## config.mk

```make
export PLATFORM = sky130hd
export DESIGN_NAME = csb_console
export DESIGN_NICKNAME = d
export VERILOG_FILES = /design/src/csb_console.v /design/src/csb_ahb_port.v /design/src/csb_boot_ctl.v
export VERILOG_INCLUDE_DIRS = /design/src
export SDC_FILE = /design/constraint.sdc
export NUM_CORES = 1
export LEC_CHECK = 0
export BUFFER_PORTS_ARGS = -buffer_cell sky130_fd_sc_hd__buf_2
export CAP_MARGIN = 15
export CORE_ASPECT_RATIO = 1.5
export CORE_MARGIN = 2
export CORE_UTILIZATION = 52
export DETAILED_ROUTE_END_ITERATION = 7
export GPL_ROUTABILITY_DRIVEN = 0
export PLACE_DENSITY = 0.76
export SLEW_MARGIN = 20
export SYNTH_ARGS = -nofsm -noshare
export SYNTH_HDL_FRONTEND = slang
export SYNTH_SLANG_ARGS = --single-unit
```

## constraint.sdc

```tcl
create_clock -name clk_sys -period 2.7 [get_ports clk_sys]
set_input_delay 0.27 -clock clk_sys [delete_from_list [all_inputs] [get_ports clk_sys]]
set_output_delay 0.27 -clock clk_sys [all_outputs]
set_load 0.02 [all_outputs]
```

## src/csb_defines.vh

```
// constants shared by the console step, start and boot control block
`ifndef CSB_DEFINES_VH
`define CSB_DEFINES_VH
// ----------------------------------------------------------------------
// register byte offsets
// ----------------------------------------------------------------------
`define CSB_OFS_CMD 8'h00
`define CSB_OFS_ARG 8'h04
`define CSB_OFS_KEY 8'h08
`define CSB_OFS_STAT 8'h0C
`define CSB_OFS_RPT 8'h10
`define CSB_OFS_PC 8'h14
`define CSB_OFS_LAST 8'h18
`define CSB_OFS_CNT 8'h1C
// ----------------------------------------------------------------------
// command register fields
// ----------------------------------------------------------------------
`define CSB_F_OP_LSB 0
`define CSB_F_HASARG 4
`define CSB_F_AT 5
`define CSB_F_QUAL_LSB 6
`define CSB_F_SUB_LSB 8
`define CSB_F_CNT_LSB 16
// ----------------------------------------------------------------------
// opcodes, qualifiers, repeat commands, keys and error codes
// ----------------------------------------------------------------------
`define CSB_OP_NEXT 4'h1
`define CSB_OP_REPEAT 4'h2
`define CSB_OP_START 4'h3
`define CSB_OP_TEST 4'h4
`define CSB_OP_WAIT 4'h5
`define CSB_OP_BOOT 4'h6
`define CSB_Q_NONE 2'h0
`define CSB_Q_MENU 2'h1
`define CSB_Q_MICRO 2'h2
`define CSB_SUB_DEP 4'h1
`define CSB_SUB_EXA 4'h2
`define CSB_SUB_INIT 4'h3
`define CSB_KEY_SPACE 8'h20
`define CSB_KEY_CR 8'h0D
`define CSB_KEY_CTLC 8'h03
`define CSB_KEY_CTLP 8'h10
`define CSB_ERR_NONE 8'h00
`define CSB_ERR_NOFILE 8'h01
`define CSB_ERR_READ 8'h02
`define CSB_ERR_BADCMD 8'h03
// ----------------------------------------------------------------------
// reset values
// ----------------------------------------------------------------------
`define CSB_RST_WORD 32'h0000_0000
`define CSB_RST_CNT 16'h0000
`endif

```

## src/csb_console.v

```verilog
// console command interpreter: step, repeat, start, test, wait, boot
// Summary of operation
// - step count runs that many instructions
// - report halt code and pc each step
// - no count: one step, then space mode
// - each space runs one more instruction
// - carriage return leaves space mode to idle
// - host interrupts blocked during step command
// - repeat until ctrl-c, ctrl-p or break
// - repeat takes deposit, examine or initialize only
// - start: init, load pc, then continue
// - no address keeps current pc
// - at-sign uses last examined or deposited data
// - test: self-test then chosen diagnostic package
// - missing file: reload console program
// - file present: load and transfer control
// - codes 01 missing, 02 read error
// - wait blocks until power-up file done
// - one automatic cold and one warm attempt
// - power-up with switch on cold starts
// - momentary boot position cold starts
// - kernel halt with switch on cold starts
// - failed warm start with switch on
// - boot command cold starts os or supervisor
// - attempted flag set means boot failure
//
// The address map and the AHB-Lite interface to the registers are this design's own decisions.
`timescale 1ns/1ns
`include "csb_defines.vh"
module csb_console (
    input wire clk_sys,
    input wire sys_rst,
    input wire hsel,
    input wire [31:0] haddr,
    input wire [1:0] htrans,
    input wire hwrite,
    input wire [2:0] hsize,
    input wire hready,
    input wire [31:0] hwdata,
    output reg [31:0] hrdata,
    output wire hreadyout,
    output wire hresp,
    input wire break_in,
    output wire cpu_step,
    input wire cpu_step_done,
    input wire [7:0] cpu_halt_code,
    input wire [31:0] cpu_pc,
    output wire prog_io_mode,
    output wire intr_block,
    output wire cpu_init,
    output wire pc_load,
    output reg [31:0] pc_load_data,
    output wire cpu_continue,
    output wire rep_exec,
    output reg [3:0] rep_op,
    input wire rep_done,
    output wire selftest_start,
    input wire selftest_done,
    output wire diag_load,
    output reg [1:0] diag_sel,
    input wire diag_found,
    input wire diag_missing,
    input wire diag_read_err,
    output wire diag_xfer,
    output wire console_reload,
    input wire pwrup_file_done,
    input wire powerup,
    input wire sw_on,
    input wire sw_boot,
    input wire halt_kernel,
    input wire warm_fail,
    input wire warm_req,
    output wire cold_start,
    output wire cold_sup,
    output wire warm_start
);
    // one-hot states
    localparam [12:0] S_IDLE = 13'h0001;
    localparam [12:0] S_SGO = 13'h0002;
    localparam [12:0] S_SWAIT = 13'h0004;
    localparam [12:0] S_SPACE = 13'h0008;
    localparam [12:0] S_REP = 13'h0010;
    localparam [12:0] S_INIT = 13'h0020;
    localparam [12:0] S_PCLD = 13'h0040;
    localparam [12:0] S_CONT = 13'h0080;
    localparam [12:0] S_SELF = 13'h0100;
    localparam [12:0] S_TLD = 13'h0200;
    localparam [12:0] S_TWAIT = 13'h0400;
    localparam [12:0] S_RELD = 13'h0800;
    localparam [12:0] S_WPU = 13'h1000;

    // register hit at a byte offset
    function hit;
        input [7:0] ofs;
        input [7:0] reg_ofs;
        begin
            hit = (ofs == reg_ofs);
        end
    endfunction

    // --------------------------------------------------------------
    // bus front end
    // --------------------------------------------------------------
    wire rd_stb, wr_stb;
    wire [7:0] rd_ofs, wr_ofs;

    csb_ahb_port u_port (
        .clk_sys(clk_sys),
        .sys_rst(sys_rst),
        .hsel(hsel),
        .haddr(haddr),
        .htrans(htrans),
        .hwrite(hwrite),
        .hready(hready),
        .rd_stb(rd_stb),
        .wr_stb(wr_stb),
        .rd_ofs(rd_ofs),
        .wr_ofs(wr_ofs)
    );

    // zero wait states, always okay; hsize is single word only
    assign hreadyout = 1'b1;
    assign hresp = 1'b0;

    reg [12:0] st_r, st_nxt;
    reg [31:0] cmd_r, arg_r, last_r, pc_r;
    reg [7:0] halt_r, err_r;
    reg rpt_pend_r, err_pend_r, space_r, boot_fail_r;
    reg [15:0] cnt_r;
    wire boot_failed, cold_tried, warm_tried;

    wire cmd_wr = wr_stb & hit(wr_ofs, `CSB_OFS_CMD);
    wire key_wr = wr_stb & hit(wr_ofs, `CSB_OFS_KEY);
    wire [7:0] key = hwdata[7:0];
    wire rpt_rd = rd_stb & hit(rd_ofs, `CSB_OFS_RPT);

    // --------------------------------------------------------------
    // decode of an incoming command word
    // --------------------------------------------------------------
    wire [3:0] w_op = hwdata[`CSB_F_OP_LSB+3:`CSB_F_OP_LSB];
    wire w_arg = hwdata[`CSB_F_HASARG];
    wire w_at = hwdata[`CSB_F_AT];
    wire [1:0] w_q = hwdata[`CSB_F_QUAL_LSB+1:`CSB_F_QUAL_LSB];
    wire [3:0] w_sub = hwdata[`CSB_F_SUB_LSB+3:`CSB_F_SUB_LSB];
    wire [15:0] w_cnt = hwdata[`CSB_F_CNT_LSB+15:`CSB_F_CNT_LSB];
    wire sub_ok = (w_sub == `CSB_SUB_DEP) | (w_sub == `CSB_SUB_EXA)
        | (w_sub == `CSB_SUB_INIT);
    reg cmd_bad;

    always @* begin
        case (w_op)
            `CSB_OP_NEXT: cmd_bad = (w_q != `CSB_Q_NONE)
                | (w_arg & (w_cnt == `CSB_RST_CNT));
            `CSB_OP_REPEAT: cmd_bad = ~sub_ok;
            `CSB_OP_START: cmd_bad = (w_q != `CSB_Q_NONE);
            `CSB_OP_TEST: cmd_bad = (w_q == 2'h3);
            `CSB_OP_WAIT: cmd_bad = (w_q != `CSB_Q_NONE);
            `CSB_OP_BOOT: cmd_bad = w_q[1];
            default: cmd_bad = 1'b1;
        endcase
    end

    wire take = cmd_wr & st_r[0];
    wire bad_take = take & cmd_bad;
    wire boot_take = take & ~cmd_bad & (w_op == `CSB_OP_BOOT);
    wire stop_key = key_wr & ((key == `CSB_KEY_CTLC)
        | (key == `CSB_KEY_CTLP));
    wire last_step = (cnt_r == 16'h0001);

    // --------------------------------------------------------------
    // next state
    // --------------------------------------------------------------
    always @* begin
        st_nxt = st_r;
        case (st_r)
            S_IDLE: begin
                if (take & ~cmd_bad) begin
                    case (w_op)
                        `CSB_OP_NEXT: st_nxt = S_SGO;
                        `CSB_OP_REPEAT: st_nxt = S_REP;
                        `CSB_OP_START: st_nxt = S_INIT;
                        `CSB_OP_TEST: st_nxt = S_SELF;
                        `CSB_OP_WAIT: st_nxt = pwrup_file_done ?
                            S_IDLE : S_WPU;
                        default: st_nxt = S_IDLE;
                    endcase
                end
            end
            // next step waits until the last report was read
            S_SGO: if (~rpt_pend_r) st_nxt = S_SWAIT;
            S_SWAIT: begin
                if (cpu_step_done) begin
                    if (~last_step) st_nxt = S_SGO;
                    else if (space_r) st_nxt = S_SPACE;
                    else st_nxt = S_IDLE;
                end
            end
            S_SPACE: begin
                if (key_wr & (key == `CSB_KEY_SPACE)) begin
                    st_nxt = S_SGO;
                end else if (key_wr & (key == `CSB_KEY_CR)) begin
                    st_nxt = S_IDLE;
                end
            end
            S_REP: if (stop_key | break_in) st_nxt = S_IDLE;
            S_INIT: st_nxt = S_PCLD;
            S_PCLD: st_nxt = S_CONT;
            S_CONT: st_nxt = S_IDLE;
            S_SELF: if (selftest_done) st_nxt = S_TLD;
            S_TLD: st_nxt = S_TWAIT;
            S_TWAIT: begin
                if (diag_missing) st_nxt = S_RELD;
                else if (diag_found) st_nxt = S_IDLE;
            end
            S_RELD: st_nxt = S_IDLE;
            S_WPU: if (pwrup_file_done) st_nxt = S_IDLE;
            default: st_nxt = S_IDLE;
        endcase
    end

    // --------------------------------------------------------------
    // state, command latch and step counter
    // --------------------------------------------------------------
    always @(posedge clk_sys) begin
        if (sys_rst) begin
            st_r <= S_IDLE;
            cmd_r <= `CSB_RST_WORD;
            cnt_r <= `CSB_RST_CNT;
            space_r <= 1'b0;
            rep_op <= 4'h0;
            diag_sel <= `CSB_Q_NONE;
        end else begin
            st_r <= st_nxt;
            if (take & ~cmd_bad) begin
                cmd_r <= hwdata;
                rep_op <= w_sub;
                diag_sel <= w_q;
                cnt_r <= w_arg ? w_cnt : 16'h0001;
                space_r <= ~w_arg;
            end else if (st_r[2] & cpu_step_done & ~last_step) begin
                cnt_r <= cnt_r - 16'h0001;
            end
        end
    end

    // --------------------------------------------------------------
    // step report: halt code and pc of every step
    // --------------------------------------------------------------
    // a new report beats a read clearing the old one
    always @(posedge clk_sys) begin
        if (sys_rst) begin
            halt_r <= 8'h00;
            pc_r <= `CSB_RST_WORD;
            rpt_pend_r <= 1'b0;
        end else if (st_r[2] & cpu_step_done) begin
            halt_r <= cpu_halt_code;
            pc_r <= cpu_pc;
            rpt_pend_r <= 1'b1;
        end else if (rpt_rd) begin
            rpt_pend_r <= 1'b0;
        end
    end

    // error code; read errors repeat while loading, latest is kept
    always @(posedge clk_sys) begin
        if (sys_rst) begin
            err_r <= `CSB_ERR_NONE;
            err_pend_r <= 1'b0;
        end else if (bad_take) begin
            err_r <= `CSB_ERR_BADCMD;
            err_pend_r <= 1'b1;
        end else if (st_r[10] & diag_missing) begin
            err_r <= `CSB_ERR_NOFILE;
            err_pend_r <= 1'b1;
        end else if (st_r[10] & diag_read_err) begin
            err_r <= `CSB_ERR_READ;
            err_pend_r <= 1'b1;
        end else if (rpt_rd) begin
            err_pend_r <= 1'b0;
        end
    end

    // argument and last examined or deposited data
    always @(posedge clk_sys) begin
        if (sys_rst) begin
            arg_r <= `CSB_RST_WORD;
            last_r <= `CSB_RST_WORD;
            pc_load_data <= `CSB_RST_WORD;
        end else begin
            if (wr_stb & hit(wr_ofs, `CSB_OFS_ARG)) arg_r <= hwdata;
            if (wr_stb & hit(wr_ofs, `CSB_OFS_LAST)) last_r <= hwdata;
            if (st_r[5]) begin
                pc_load_data <= cmd_r[`CSB_F_AT] ? last_r : arg_r;
            end
        end
    end

    // --------------------------------------------------------------
    // host control strobes
    // --------------------------------------------------------------
    assign cpu_step = st_r[1] & ~rpt_pend_r;
    assign prog_io_mode = st_r[1] | st_r[2];
    assign intr_block = st_r[1] | st_r[2] | st_r[3];
    assign cpu_init = st_r[5];
    // without an address the pc is left alone
    assign pc_load = st_r[6] & (cmd_r[`CSB_F_HASARG]
        | cmd_r[`CSB_F_AT]);
    assign cpu_continue = st_r[7];
    assign rep_exec = st_r[4] & ~stop_key & ~break_in;
    assign selftest_start = st_r[8] & ~selftest_done;
    assign diag_load = st_r[9];
    assign diag_xfer = st_r[10] & diag_found & ~diag_missing;
    assign console_reload = st_r[11];

    // cold and warm start control
    csb_boot_ctl u_boot (
        .clk_sys(clk_sys),
        .sys_rst(sys_rst),
        .powerup(powerup),
        .sw_on(sw_on),
        .sw_boot(sw_boot),
        .halt_kernel(halt_kernel),
        .warm_fail(warm_fail),
        .warm_req(warm_req),
        .boot_cmd(boot_take),
        .boot_sup(w_q[0]),
        .in_wait_loop(st_r[0]),
        .cold_start(cold_start),
        .cold_sup(cold_sup),
        .boot_failed(boot_failed),
        .warm_start(warm_start),
        .cold_tried(cold_tried),
        .warm_tried(warm_tried)
    );

    // boot failure sticks until the report register is read
    always @(posedge clk_sys) begin
        if (sys_rst) boot_fail_r <= 1'b0;
        else if (boot_failed) boot_fail_r <= 1'b1;
        else if (rpt_rd) boot_fail_r <= 1'b0;
    end

    // --------------------------------------------------------------
    // read data, registered in the address phase
    // --------------------------------------------------------------
    always @(posedge clk_sys) begin
        if (sys_rst) begin
            hrdata <= `CSB_RST_WORD;
        end else if (rd_stb) begin
            case (rd_ofs)
                `CSB_OFS_CMD: hrdata <= cmd_r;
                `CSB_OFS_ARG: hrdata <= arg_r;
                `CSB_OFS_STAT: hrdata <= {11'h000, cold_tried,
                    warm_tried, boot_fail_r, err_pend_r,
                    rpt_pend_r, 3'h0, st_r};
                `CSB_OFS_RPT: hrdata <= {16'h0000, err_r, halt_r};
                `CSB_OFS_PC: hrdata <= pc_r;
                `CSB_OFS_LAST: hrdata <= last_r;
                `CSB_OFS_CNT: hrdata <= {16'h0000, cnt_r};
                default: hrdata <= `CSB_RST_WORD;
            endcase
        end
    end
endmodule // csb_console

```

## src/csb_ahb_port.v

```verilog
// ahb-lite slave front end: address phase capture and strobes
`timescale 1ns/1ns
module csb_ahb_port (
    input wire clk_sys,
    input wire sys_rst,
    input wire hsel,
    input wire [31:0] haddr,
    input wire [1:0] htrans,
    input wire hwrite,
    input wire hready,
    output wire rd_stb,
    output reg wr_stb,
    output wire [7:0] rd_ofs,
    output reg [7:0] wr_ofs
);
    // --------------------------------------------------------------
    // address phase decode
    // --------------------------------------------------------------
    // nonseq and seq both count; idle and busy are ignored
    wire xfer = hsel & hready & htrans[1];

    assign rd_stb = xfer & ~hwrite;
    assign rd_ofs = haddr[7:0];

    // write held over into the data phase, where hwdata stands
    always @(posedge clk_sys) begin
        if (sys_rst) begin
            wr_stb <= 1'b0;
            wr_ofs <= 8'h00;
        end else begin
            wr_stb <= xfer & hwrite;
            wr_ofs <= haddr[7:0];
        end
    end
endmodule // csb_ahb_port

```

## src/csb_boot_ctl.v

```verilog
// cold and warm start arbitration with one-attempt flags
`timescale 1ns/1ns
module csb_boot_ctl (
    input wire clk_sys,
    input wire sys_rst,
    input wire powerup,
    input wire sw_on,
    input wire sw_boot,
    input wire halt_kernel,
    input wire warm_fail,
    input wire warm_req,
    input wire boot_cmd,
    input wire boot_sup,
    input wire in_wait_loop,
    output reg cold_start,
    output reg cold_sup,
    output reg boot_failed,
    output reg warm_start,
    output reg cold_tried,
    output reg warm_tried
);
    // --------------------------------------------------------------
    // boot position edge: armed only once the switch is released
    // --------------------------------------------------------------
    reg boot_armed_r;
    wire boot_press = sw_boot & boot_armed_r & in_wait_loop;
    // refused warm start counts as a failed one
    wire warm_lost = warm_req & warm_tried;
    wire auto_req = (powerup & sw_on)
        | boot_press
        | (halt_kernel & sw_on)
        | ((warm_fail | warm_lost) & sw_on);

    // attempt flags and start pulses
    always @(posedge clk_sys) begin
        if (sys_rst) begin
            boot_armed_r <= 1'b0;
            cold_start <= 1'b0;
            cold_sup <= 1'b0;
            boot_failed <= 1'b0;
            warm_start <= 1'b0;
            cold_tried <= 1'b0;
            warm_tried <= 1'b0;
        end else begin
            boot_armed_r <= ~sw_boot;
            cold_start <= 1'b0;
            boot_failed <= 1'b0;
            warm_start <= 1'b0;
            if (boot_cmd) begin
                // operator boot always goes ahead, flag is only set
                cold_tried <= 1'b1;
                cold_start <= 1'b1;
                cold_sup <= boot_sup;
            end else if (auto_req) begin
                if (cold_tried) begin
                    boot_failed <= 1'b1;
                end else begin
                    cold_tried <= 1'b1;
                    cold_start <= 1'b1;
                    cold_sup <= 1'b0;
                end
            end
            if (warm_req & ~warm_tried) begin
                warm_tried <= 1'b1;
                warm_start <= 1'b1;
            end
        end
    end
endmodule // csb_boot_ctl

```

==> impl_results.rst, run 1 <==
.. list-table::
   :header-rows: 1

   * - Metric
     - Value
   * - Average vias per placed instance
     - 6.137
   * - PortBufs
     - 182
   * - Total congestion overflow
     - 0
   * - Number of logic stages on the critical path including buffering
     - 8
   * - I/O pins
     - 214
   * - TritonRoute pass-1 iters
     - 8
   * - Max transition margin
     - 42.42%
   * - Syn Inst Count
     - 1384
   * - Clk Latency, worst-skew pair
     - 520 ps
   * - PostCTS Resize Cnt
     - 0
   * - Number of buffers created by CTS
     - 24
   * - Number of distinct library cells after synthesis
     - 60
   * - Buffer and inverter count on the worst path
     - 1
   * - Startpoint of the most critical register-to-register path
     - cnt_r[1]
   * - Most repeated cell in the gate-level netlist after synthesis
     - sky130_fd_sc_hd__nand2_1
   * - Sequence of cells on the critical path
     - inv_1 -> ha_1 -> or4b_2 -> or4_1 -> nand3_1 -> nor2_1 -> xnor2_1 -> a211oi_1
   * - Final critical-path share of the clock period
     - 94.57%
   * - Multi-input gate area
     - 5549 µm²
   * - Top achievable clock speed
     - 391.6 MHz
   * - Pin count of the biggest net entering global routing
     - 67
   * - Worst path setup slack after routing
     - 146.6 ps
   * - Syn_area_per_cell
     - 8.006 µm²
   * - Sort of element at the start of the critical path
     - flip-flop
   * - Worst vdd rail ir drop
     - 0.5548 mV
   * - Slowest-stage cell, CP
     - sky130_fd_sc_hd__or4_1
   * - Clk buf depth
     - 3
   * - Antenna violation net count after detailed routing
     - 0
   * - Post-layout instance area
     - 13410 µm²
   * - Post-detail-place hpwl
     - 27.22 mm
   * - R2R depth
     - 8
   * - Worst setup path class
     - reg2reg
   * - TritonCTS clock tree
     - done
   * - Syn Std Cell Area
     - 11080 µm²
   * - Placeable core region
     - 20980 µm²
   * - Final Power
     - 7.382 mW
   * - Final clock skew
     - 10.03 ps
   * - Total number of vias
     - 11300
   * - Final Hold Viols
     - 0
   * - Via count of the first global-routing pass
     - 10670
   * - Vert. Die Dim
     - 182.8 µm
   * - RSZ-0062 raised after global routing
     - false
   * - Sinks on the clock net
     - 251
   * - Die footprint
     - 22520 µm²
   * - Ranking of synthesized cells by instance count
     - sky130_fd_sc_hd__nand2_1, sky130_fd_sc_hd__dfxtp_1, sky130_fd_sc_hd__a21oi_1
   * - Filler cell count
     - 1830
   * - Part of the Yosys area used for sequential elements
     - 45.35%
   * - Detailed-route wire length per cell
     - 21.21 µm
   * - Top-area cell type share of the netlist area
     - 45.35%
   * - Pwr dens
     - 550.5 nW/µm²
   * - Number of synthesis warnings
     - 0
   * - Clock period minus worst slack
     - 2553 ps
   * - Critical path arrival
     - 2980 ps
   * - Cell at the root of the clock tree
     - sky130_fd_sc_hd__clkbuf_16
   * - Number of max-capacitance violations reported
     - 0
   * - Post-layout util
     - 63.91%
   * - DRC errors left
     - 2
   * - Htree depth
     - 1
   * - Share of layout cells above drive strength 1
     - 19.90%
   * - Number of flops mapped to enable cells by yosys
     - 0
   * - Number of pins with negative max-slew slack in the final report
     - 0
   * - Footprint of the flip-flops and latches
     - 5027 µm²
   * - Total Negative Setup Slacks
     - 0 ps
   * - Final Net Count
     - 1687
   * - Pin slew with the least headroom to its limit
     - 863.6 ps
   * - Initial DRC count
     - 1185
   * - Cell taking the most area after synthesis
     - sky130_fd_sc_hd__dfxtp_1
   * - Post-CTS Setup Bufs
     - 0
   * - Fraction of synthesis flops using an asynchronous set or reset pin
     - 0%
   * - Final hold slack
     - 3.033 ps
   * - Area growth syn-to-layout
     - 21.03%
   * - Placed instance count
     - 1773
   * - Cell class contributing the biggest share of worst-path delay
     - simple AND/OR/NAND/NOR gates
   * - Global-route wire length before repair
     - 59.01 mm
   * - Number of antenna violations at the first check in global routing
     - 2
   * - Post-detailed-placement cell area
     - 12400 µm²
   * - Run status
     - complete, but fails checks
   * - Violations in the final reports
     - design-rule violations
   * - Biggest cell delay along the critical path
     - 620 ps
   * - Hold/Removal Path Class
     - in2reg
   * - Largest cells by area after synthesis
     - sky130_fd_sc_hd__dfxtp_1, sky130_fd_sc_hd__nand2_1, sky130_fd_sc_hd__a21oi_1, sky130_fd_sc_hd__a22oi_1, sky130_fd_sc_hd__clkbuf_1
   * - Crit Path Max Fanout
     - 11
   * - GR Util All Layers
     - 34.10%
   * - Crit. End Element
     - flip-flop
   * - Register-to-register setup slack
     - 150 ps
   * - Initial cell density of the core
     - 52.81%
   * - Setup WS pre-CTS
     - 221.7 ps
   * - Post-synthesis register bit count
     - 251
   * - Total Wirelength
     - 39.07 mm
   * - Final std cells w/o fill
     - 1842
   * - Setup violations, final
     - 0
   * - Static leakage
     - 4.934 nW
   * - Required time reported for the critical path endpoint
     - 3130 ps
   * - Post-synthesis net count
     - 1514
   * - Floorplan row count
     - 65
   * - Primary flip-flop cell chosen by synthesis mapping
     - sky130_fd_sc_hd__dfxtp_1
   * - Crit path from
     - cnt_r[1]
   * - Critical path capture point
     - cnt_r[8]
   * - Reg-to-Reg End
     - cnt_r[8]
   * - Die outline width
     - 123.2 µm
   * - Clock slew at the register clock pins of the worst setup and hold paths
     - 70 ps
cell type report:
type	instances	area share, %
multi-input cells	1000	41.38
flip-flops and latches	251	37.49
repair buffers	268	12.66
clock buffers	34	5.066
well taps	268	2.500
clock inverters	8	0.5505
inverters	12	0.3359
diodes	1	0.01866
how the worst min path moves through the flow:
stage,cells after the start,startpoint,slack (ps),end
final,3,cpu_pc[4],3,pc_r[4]
after CTS,3,cpu_pc[4],0.2,pc_r[4]
after global placement,2,u_boot.boot_failed,420,boot_fail_r
after detailed placement,2,u_boot.boot_failed,430,boot_fail_r
after global routing,3,cpu_halt_code[6],4,halt_r[6]
after floorplan,1,sw_boot,340,u_boot.boot_armed_r
cell usage in the layout, fill, tap and decap left out, types with 4 or more instances in the layout:
cell                            netlist  routed
sky130_fd_sc_hd__a211oi_1            44      44
sky130_fd_sc_hd__a21o_1               4       4
sky130_fd_sc_hd__a21oi_1            191     191
sky130_fd_sc_hd__a222oi_1            10      10
sky130_fd_sc_hd__a22o_1              21      21
sky130_fd_sc_hd__a22oi_1             58      58
sky130_fd_sc_hd__and2_1               5       5
sky130_fd_sc_hd__and3_1               5       5
sky130_fd_sc_hd__buf_12               0       6
sky130_fd_sc_hd__buf_2                6     182
sky130_fd_sc_hd__buf_4                8      54
sky130_fd_sc_hd__clkbuf_1           101       7
sky130_fd_sc_hd__clkbuf_16            0      25
sky130_fd_sc_hd__clkinv_2             0       4
sky130_fd_sc_hd__dfxtp_1            251     249
sky130_fd_sc_hd__dlygate4sd3_1        0      25
sky130_fd_sc_hd__inv_1               12      12
sky130_fd_sc_hd__mux2_2               7       7
sky130_fd_sc_hd__mux2i_1             35      35
sky130_fd_sc_hd__nand2_1            322     322
sky130_fd_sc_hd__nand2b_1            13      13
sky130_fd_sc_hd__nand3_1             25      25
sky130_fd_sc_hd__nand4_1             14      14
sky130_fd_sc_hd__nand4b_1             4       4
sky130_fd_sc_hd__nor2_1              95      95
sky130_fd_sc_hd__nor2b_1             11      11
sky130_fd_sc_hd__nor3_1              15      14
sky130_fd_sc_hd__nor4_1              20      16
sky130_fd_sc_hd__nor4_2               0       4
sky130_fd_sc_hd__o211ai_1             9       9
sky130_fd_sc_hd__o21ai_0             10      10
sky130_fd_sc_hd__or2_2                7       7
sky130_fd_sc_hd__or3_1                5       5
sky130_fd_sc_hd__or4_1                7       7
sky130_fd_sc_hd__xnor2_1             13      13
sky130_fd_sc_hd__xor2_1               4       4
registers in the layout (all words and copies together) (netlist names), 2 cells and up:
name / cells
cnt_r: 16
err_r: 2
hrdata: 32
arg_r: 32
rep_op: 3
halt_r: 8
u_port.wr_ofs: 8
last_r: 32
st_r: 13
cmd_r: 28
pc_r: 32
pc_load_data: 32
tightest hold or removal path: cells and delay by family:
kind	cells	cell delay, ps
AO/OA/AOI/OAI	1	50
buffers and inverters	1	100
AND/OR/NAND/NOR	1	50
power by group:
part           switching [mW]  internal [mW]  total, mW
logic                   0.223          0.135      0.358
clock network            1.45           1.85       3.30
registers             0.00989           3.72       3.73
routing by layer:
| metal | part of all wire (%) | wire length, µm | GRT usage, % |
|---|---|---|---|
| met1 | 35 | 13760 | 38.74 |
| met2 | 46 | 17970 | 54.46 |
| met3 | 9.2 | 3586 | 6.748 |
| met4 | 9.6 | 3737 | 27.95 |
| met5 | 0.033 | 13 | 0 |
timing repair:
item / in CTS / in global routing
setup endpoints to repair: 0 / 0
hold buffers: 25 / 0
endpoints found under the hold margin: 25 / 0
kinds of logic (layout without fill, tap and decap cells):
group / Yosys count / after routing / share of synthesized area, %
DFF: 251 / 251 / 45.35
muxes: 44 / 44 / 4.280
xor gates and xnor gates: 17 / 17 / 1.344
adders and majority gates: 2 / 2 / 0.2258
AOI/OAI and AO/OA: 366 / 366 / 20.88
buffers and inverters: 133 / 322 / 4.844
and+or+nand+nor: 569 / 569 / 23.01
other: 2 / 3 / 0.06778
Note: power is estimated with default switching activity, not from simulation.
==> run 2, diff against run 1 <==
--- a/config.mk
+++ b/config.mk
@@ -6,15 +6,17 @@
 export SDC_FILE = /design/constraint.sdc
 export NUM_CORES = 1
 export LEC_CHECK = 0
-export BUFFER_PORTS_ARGS = -buffer_cell sky130_fd_sc_hd__buf_2
+export BUFFER_PORTS_ARGS = -buffer_cell sky130_fd_sc_hd__clkbuf_2
 export CAP_MARGIN = 15
 export CORE_ASPECT_RATIO = 1.5
 export CORE_MARGIN = 2
 export CORE_UTILIZATION = 52
 export DETAILED_ROUTE_END_ITERATION = 7
 export GPL_ROUTABILITY_DRIVEN = 0
+export HOLD_SLACK_MARGIN = 0.02
 export PLACE_DENSITY = 0.76
 export SLEW_MARGIN = 20
 export SYNTH_ARGS = -nofsm -noshare
 export SYNTH_HDL_FRONTEND = slang
 export SYNTH_SLANG_ARGS = --single-unit
+export TNS_END_PERCENT = 100
==> run 2 against run 1 <==
The flow now finishes without violations; register-to-register slack barely moved; die area did not move; clock skew rose by 5.9 ps; wire length rose by 1.1%; cell area rose by 1.8%; worst setup slack improved by 9.4 ps; combinational power rose by 8.7%; core utilization rose by 1.1 points; global-route usage rose by 0.11 points; critical path type unchanged; largest power group unchanged.
==> impl_results.rst, run 2 (synthesized netlist as in run 1, its figures left out) <==
.. list-table::
   :header-rows: 1

   * - Metric
     - Value
   * - Source of the worst hold timing path
     - cpu_pc[20]
   * - Static leakage
     - 4.971 nW
   * - Worst setup path class
     - reg2reg
   * - Number of buffers created by CTS
     - 25
   * - Crit. End Element
     - flip-flop
   * - Fraction of power consumed by the clock network
     - 45.2%
   * - Clock slew at the register clock pins of the worst setup and hold paths
     - 60 ps
   * - Crit Path Max Fanout
     - 7
   * - TritonRoute pass-1 iters
     - 6
   * - Average vias per placed instance
     - 6.085
   * - Worst vdd rail ir drop
     - 0.5102 mV
   * - Setup violations, final
     - 0
   * - Biggest cell delay along the critical path
     - 530 ps
   * - Filler cell count
     - 1781
   * - Floorplan row count
     - 65
   * - Total number of vias
     - 11330
   * - Area growth syn-to-layout
     - 23.16%
   * - DRC errors left
     - 0
   * - GR Util All Layers
     - 34.20%
   * - Total congestion overflow
     - 0
   * - TritonCTS clock tree
     - done
   * - Total Negative Setup Slacks
     - 0 ps
   * - Placeable core region
     - 20980 µm²
   * - Via count of the first global-routing pass
     - 10640
   * - Clk Latency, worst-skew pair
     - 530 ps
   * - Initial DRC count
     - 1243
   * - Sinks on the clock net
     - 251
   * - Internal power
     - 5.807 mW
   * - Final Net Count
     - 1706
   * - Pin slew with the least headroom to its limit
     - 744.2 ps
   * - Number of pins with negative max-slew slack in the final report
     - 0
   * - Portion of total power attributed to combinational logic
     - 5.2%
   * - Die footprint
     - 22520 µm²
   * - Total Wirelength
     - 39.50 mm
   * - Post-detail-place hpwl
     - 27.59 mm
   * - RSZ-0062 raised after global routing
     - false
   * - Footprint of the flip-flops and latches
     - 5027 µm²
   * - Hold/Removal Path Class
     - in2reg
   * - Setup WS pre-CTS
     - 93.46 ps
   * - Slowest-stage cell, CP
     - sky130_fd_sc_hd__or3b_2
   * - Number of max-capacitance violations reported
     - 0
   * - Crit path from
     - u_port.wr_stb
   * - Multi-input gate area
     - 5559 µm²
   * - Htree depth
     - 1
   * - Reported net switching power
     - 1.703 mW
   * - Clk buf depth
     - 3
   * - Top achievable clock speed
     - 393.1 MHz
   * - Initial cell density of the core
     - 52.81%
   * - PortBufs
     - 182
   * - Worst path setup slack after routing
     - 156.0 ps
   * - Pwr dens
     - 550.3 nW/µm²
   * - Cell at the root of the clock tree
     - sky130_fd_sc_hd__clkbuf_16
   * - Required time reported for the critical path endpoint
     - 3120 ps
   * - Detailed-route wire length per cell
     - 21.22 µm
   * - Startpoint of the most critical register-to-register path
     - u_port.wr_stb
   * - Run status
     - finished, final reports clean
   * - Sort of element at the start of the critical path
     - flip-flop
   * - Sequence of cells on the critical path
     - or3b_2 -> nor2_1 -> nand4_1 -> a2111oi_2 -> o21ai_2 -> nor4_1
   * - Max transition margin
     - 50.38%
   * - Vert. Die Dim
     - 182.8 µm
   * - Final clock skew
     - 15.90 ps
   * - Pin count of the biggest net entering global routing
     - 78
   * - Final Power
     - 7.510 mW
   * - Post-CTS Setup Bufs
     - 0
   * - Share of layout cells above drive strength 1
     - 19.47%
   * - Antenna violation net count after detailed routing
     - 0
   * - Fraction of power spent switching nets
     - 22.67%
   * - Sequential group share of total power
     - 49.6%
   * - Global-route wire length before repair
     - 59.17 mm
   * - Most frequent cells in the layout
     - sky130_fd_sc_hd__nand2_1, sky130_fd_sc_hd__dfxtp_1, sky130_fd_sc_hd__a21oi_1
   * - Critical path arrival
     - 2960 ps
   * - Final Hold Viols
     - 0
   * - Die outline width
     - 123.2 µm
   * - I/O pins
     - 214
   * - Most common cell after layout, fill and taps aside
     - sky130_fd_sc_hd__nand2_1
   * - Number of antenna violations at the first check in global routing
     - 1
   * - Clock period minus worst slack
     - 2544 ps
   * - Final critical-path share of the clock period
     - 94.22%
==> run 2: area by class of cell <==
class / instances / area share (%)
multi-input cells: 1000 / 40.74
flip-flops and latches: 251 / 36.84
repair buffers: 286 / 13.89
clock buffers: 37 / 5.281
well taps: 268 / 2.457
clock inverters: 6 / 0.4493
inverters: 12 / 0.3301
diodes: 1 / 0.01834
==> run 2: routing by layer <==
metal / part of all wire [%] / vias up / GRT usage, % / wire [µm]
li1: - / 5230 / - / -
met1: 35 / 5192 / 38.82 / 13970
met2: 47 / 712 / 55.93 / 18660
met3: 8.4 / 191 / 6.063 / 3318
met4: 9.0 / 0 / 26.45 / 3547
met5: 0 / - / 0 / 0
==> run 2: path summary, 6_finish.rpt <==
path               to  slack (ps)  depth (start not counted)
min          pc_r[20]          40                          3
max reg2reg   st_r[7]         160                          6
min reg2reg  pc_r[28]         460                          2
max           st_r[7]         160                          6
==> run 2: per-stage QoR <==
| stage | cells | utilization [%] | hold WS (ps) | cell area (µm²) |
|---|---|---|---|---|
| final | 1861 | 65.04 | 39.69 | 13650 |
| after CTS | 1860 | 64.98 | 24.92 | 13630 |
| after global placement | 1768 | 58.91 | 422.6 | 12360 |
| after floorplan | 1384 | - | 342.4 | 11080 |
| after global routing | 1860 | 65.03 | 35.26 | 13640 |
| after detailed placement | 1768 | 58.91 | 446.9 | 12360 |
==> run 2: power groups by stage <==
stage / registers, mW / logic (mW) / clock network (mW)
5_1_grt: 3.73 / 0.408 / 3.56
4_1_cts: 3.73 / 0.375 / 3.41
3_5_place_dp: 3.81 / 0.318 / 0
3_3_place_gp: 3.81 / 0.315 / 0
2_1_floorplan: 3.81 / 0.141 / 0
6_report: 3.73 / 0.389 / 3.39
==> run 2: worst max-delay path, delay by kind of cell (launching register included) <==
kind	cells	cell delay, ps
AO/OA/AOI/OAI	2	780
AND/OR/NAND/NOR	4	1350
flip-flops	1	310
==> run 2: what timing repair did <==
| action | 4_1_cts | 5_1_grt |
|---|---|---|
| endpoints found under the setup margin | 0 | 5 |
| gates resized for setup | 0 | 2 |
| hold buffers | 49 | 0 |
| endpoints found under the hold margin | 59 | 0 |
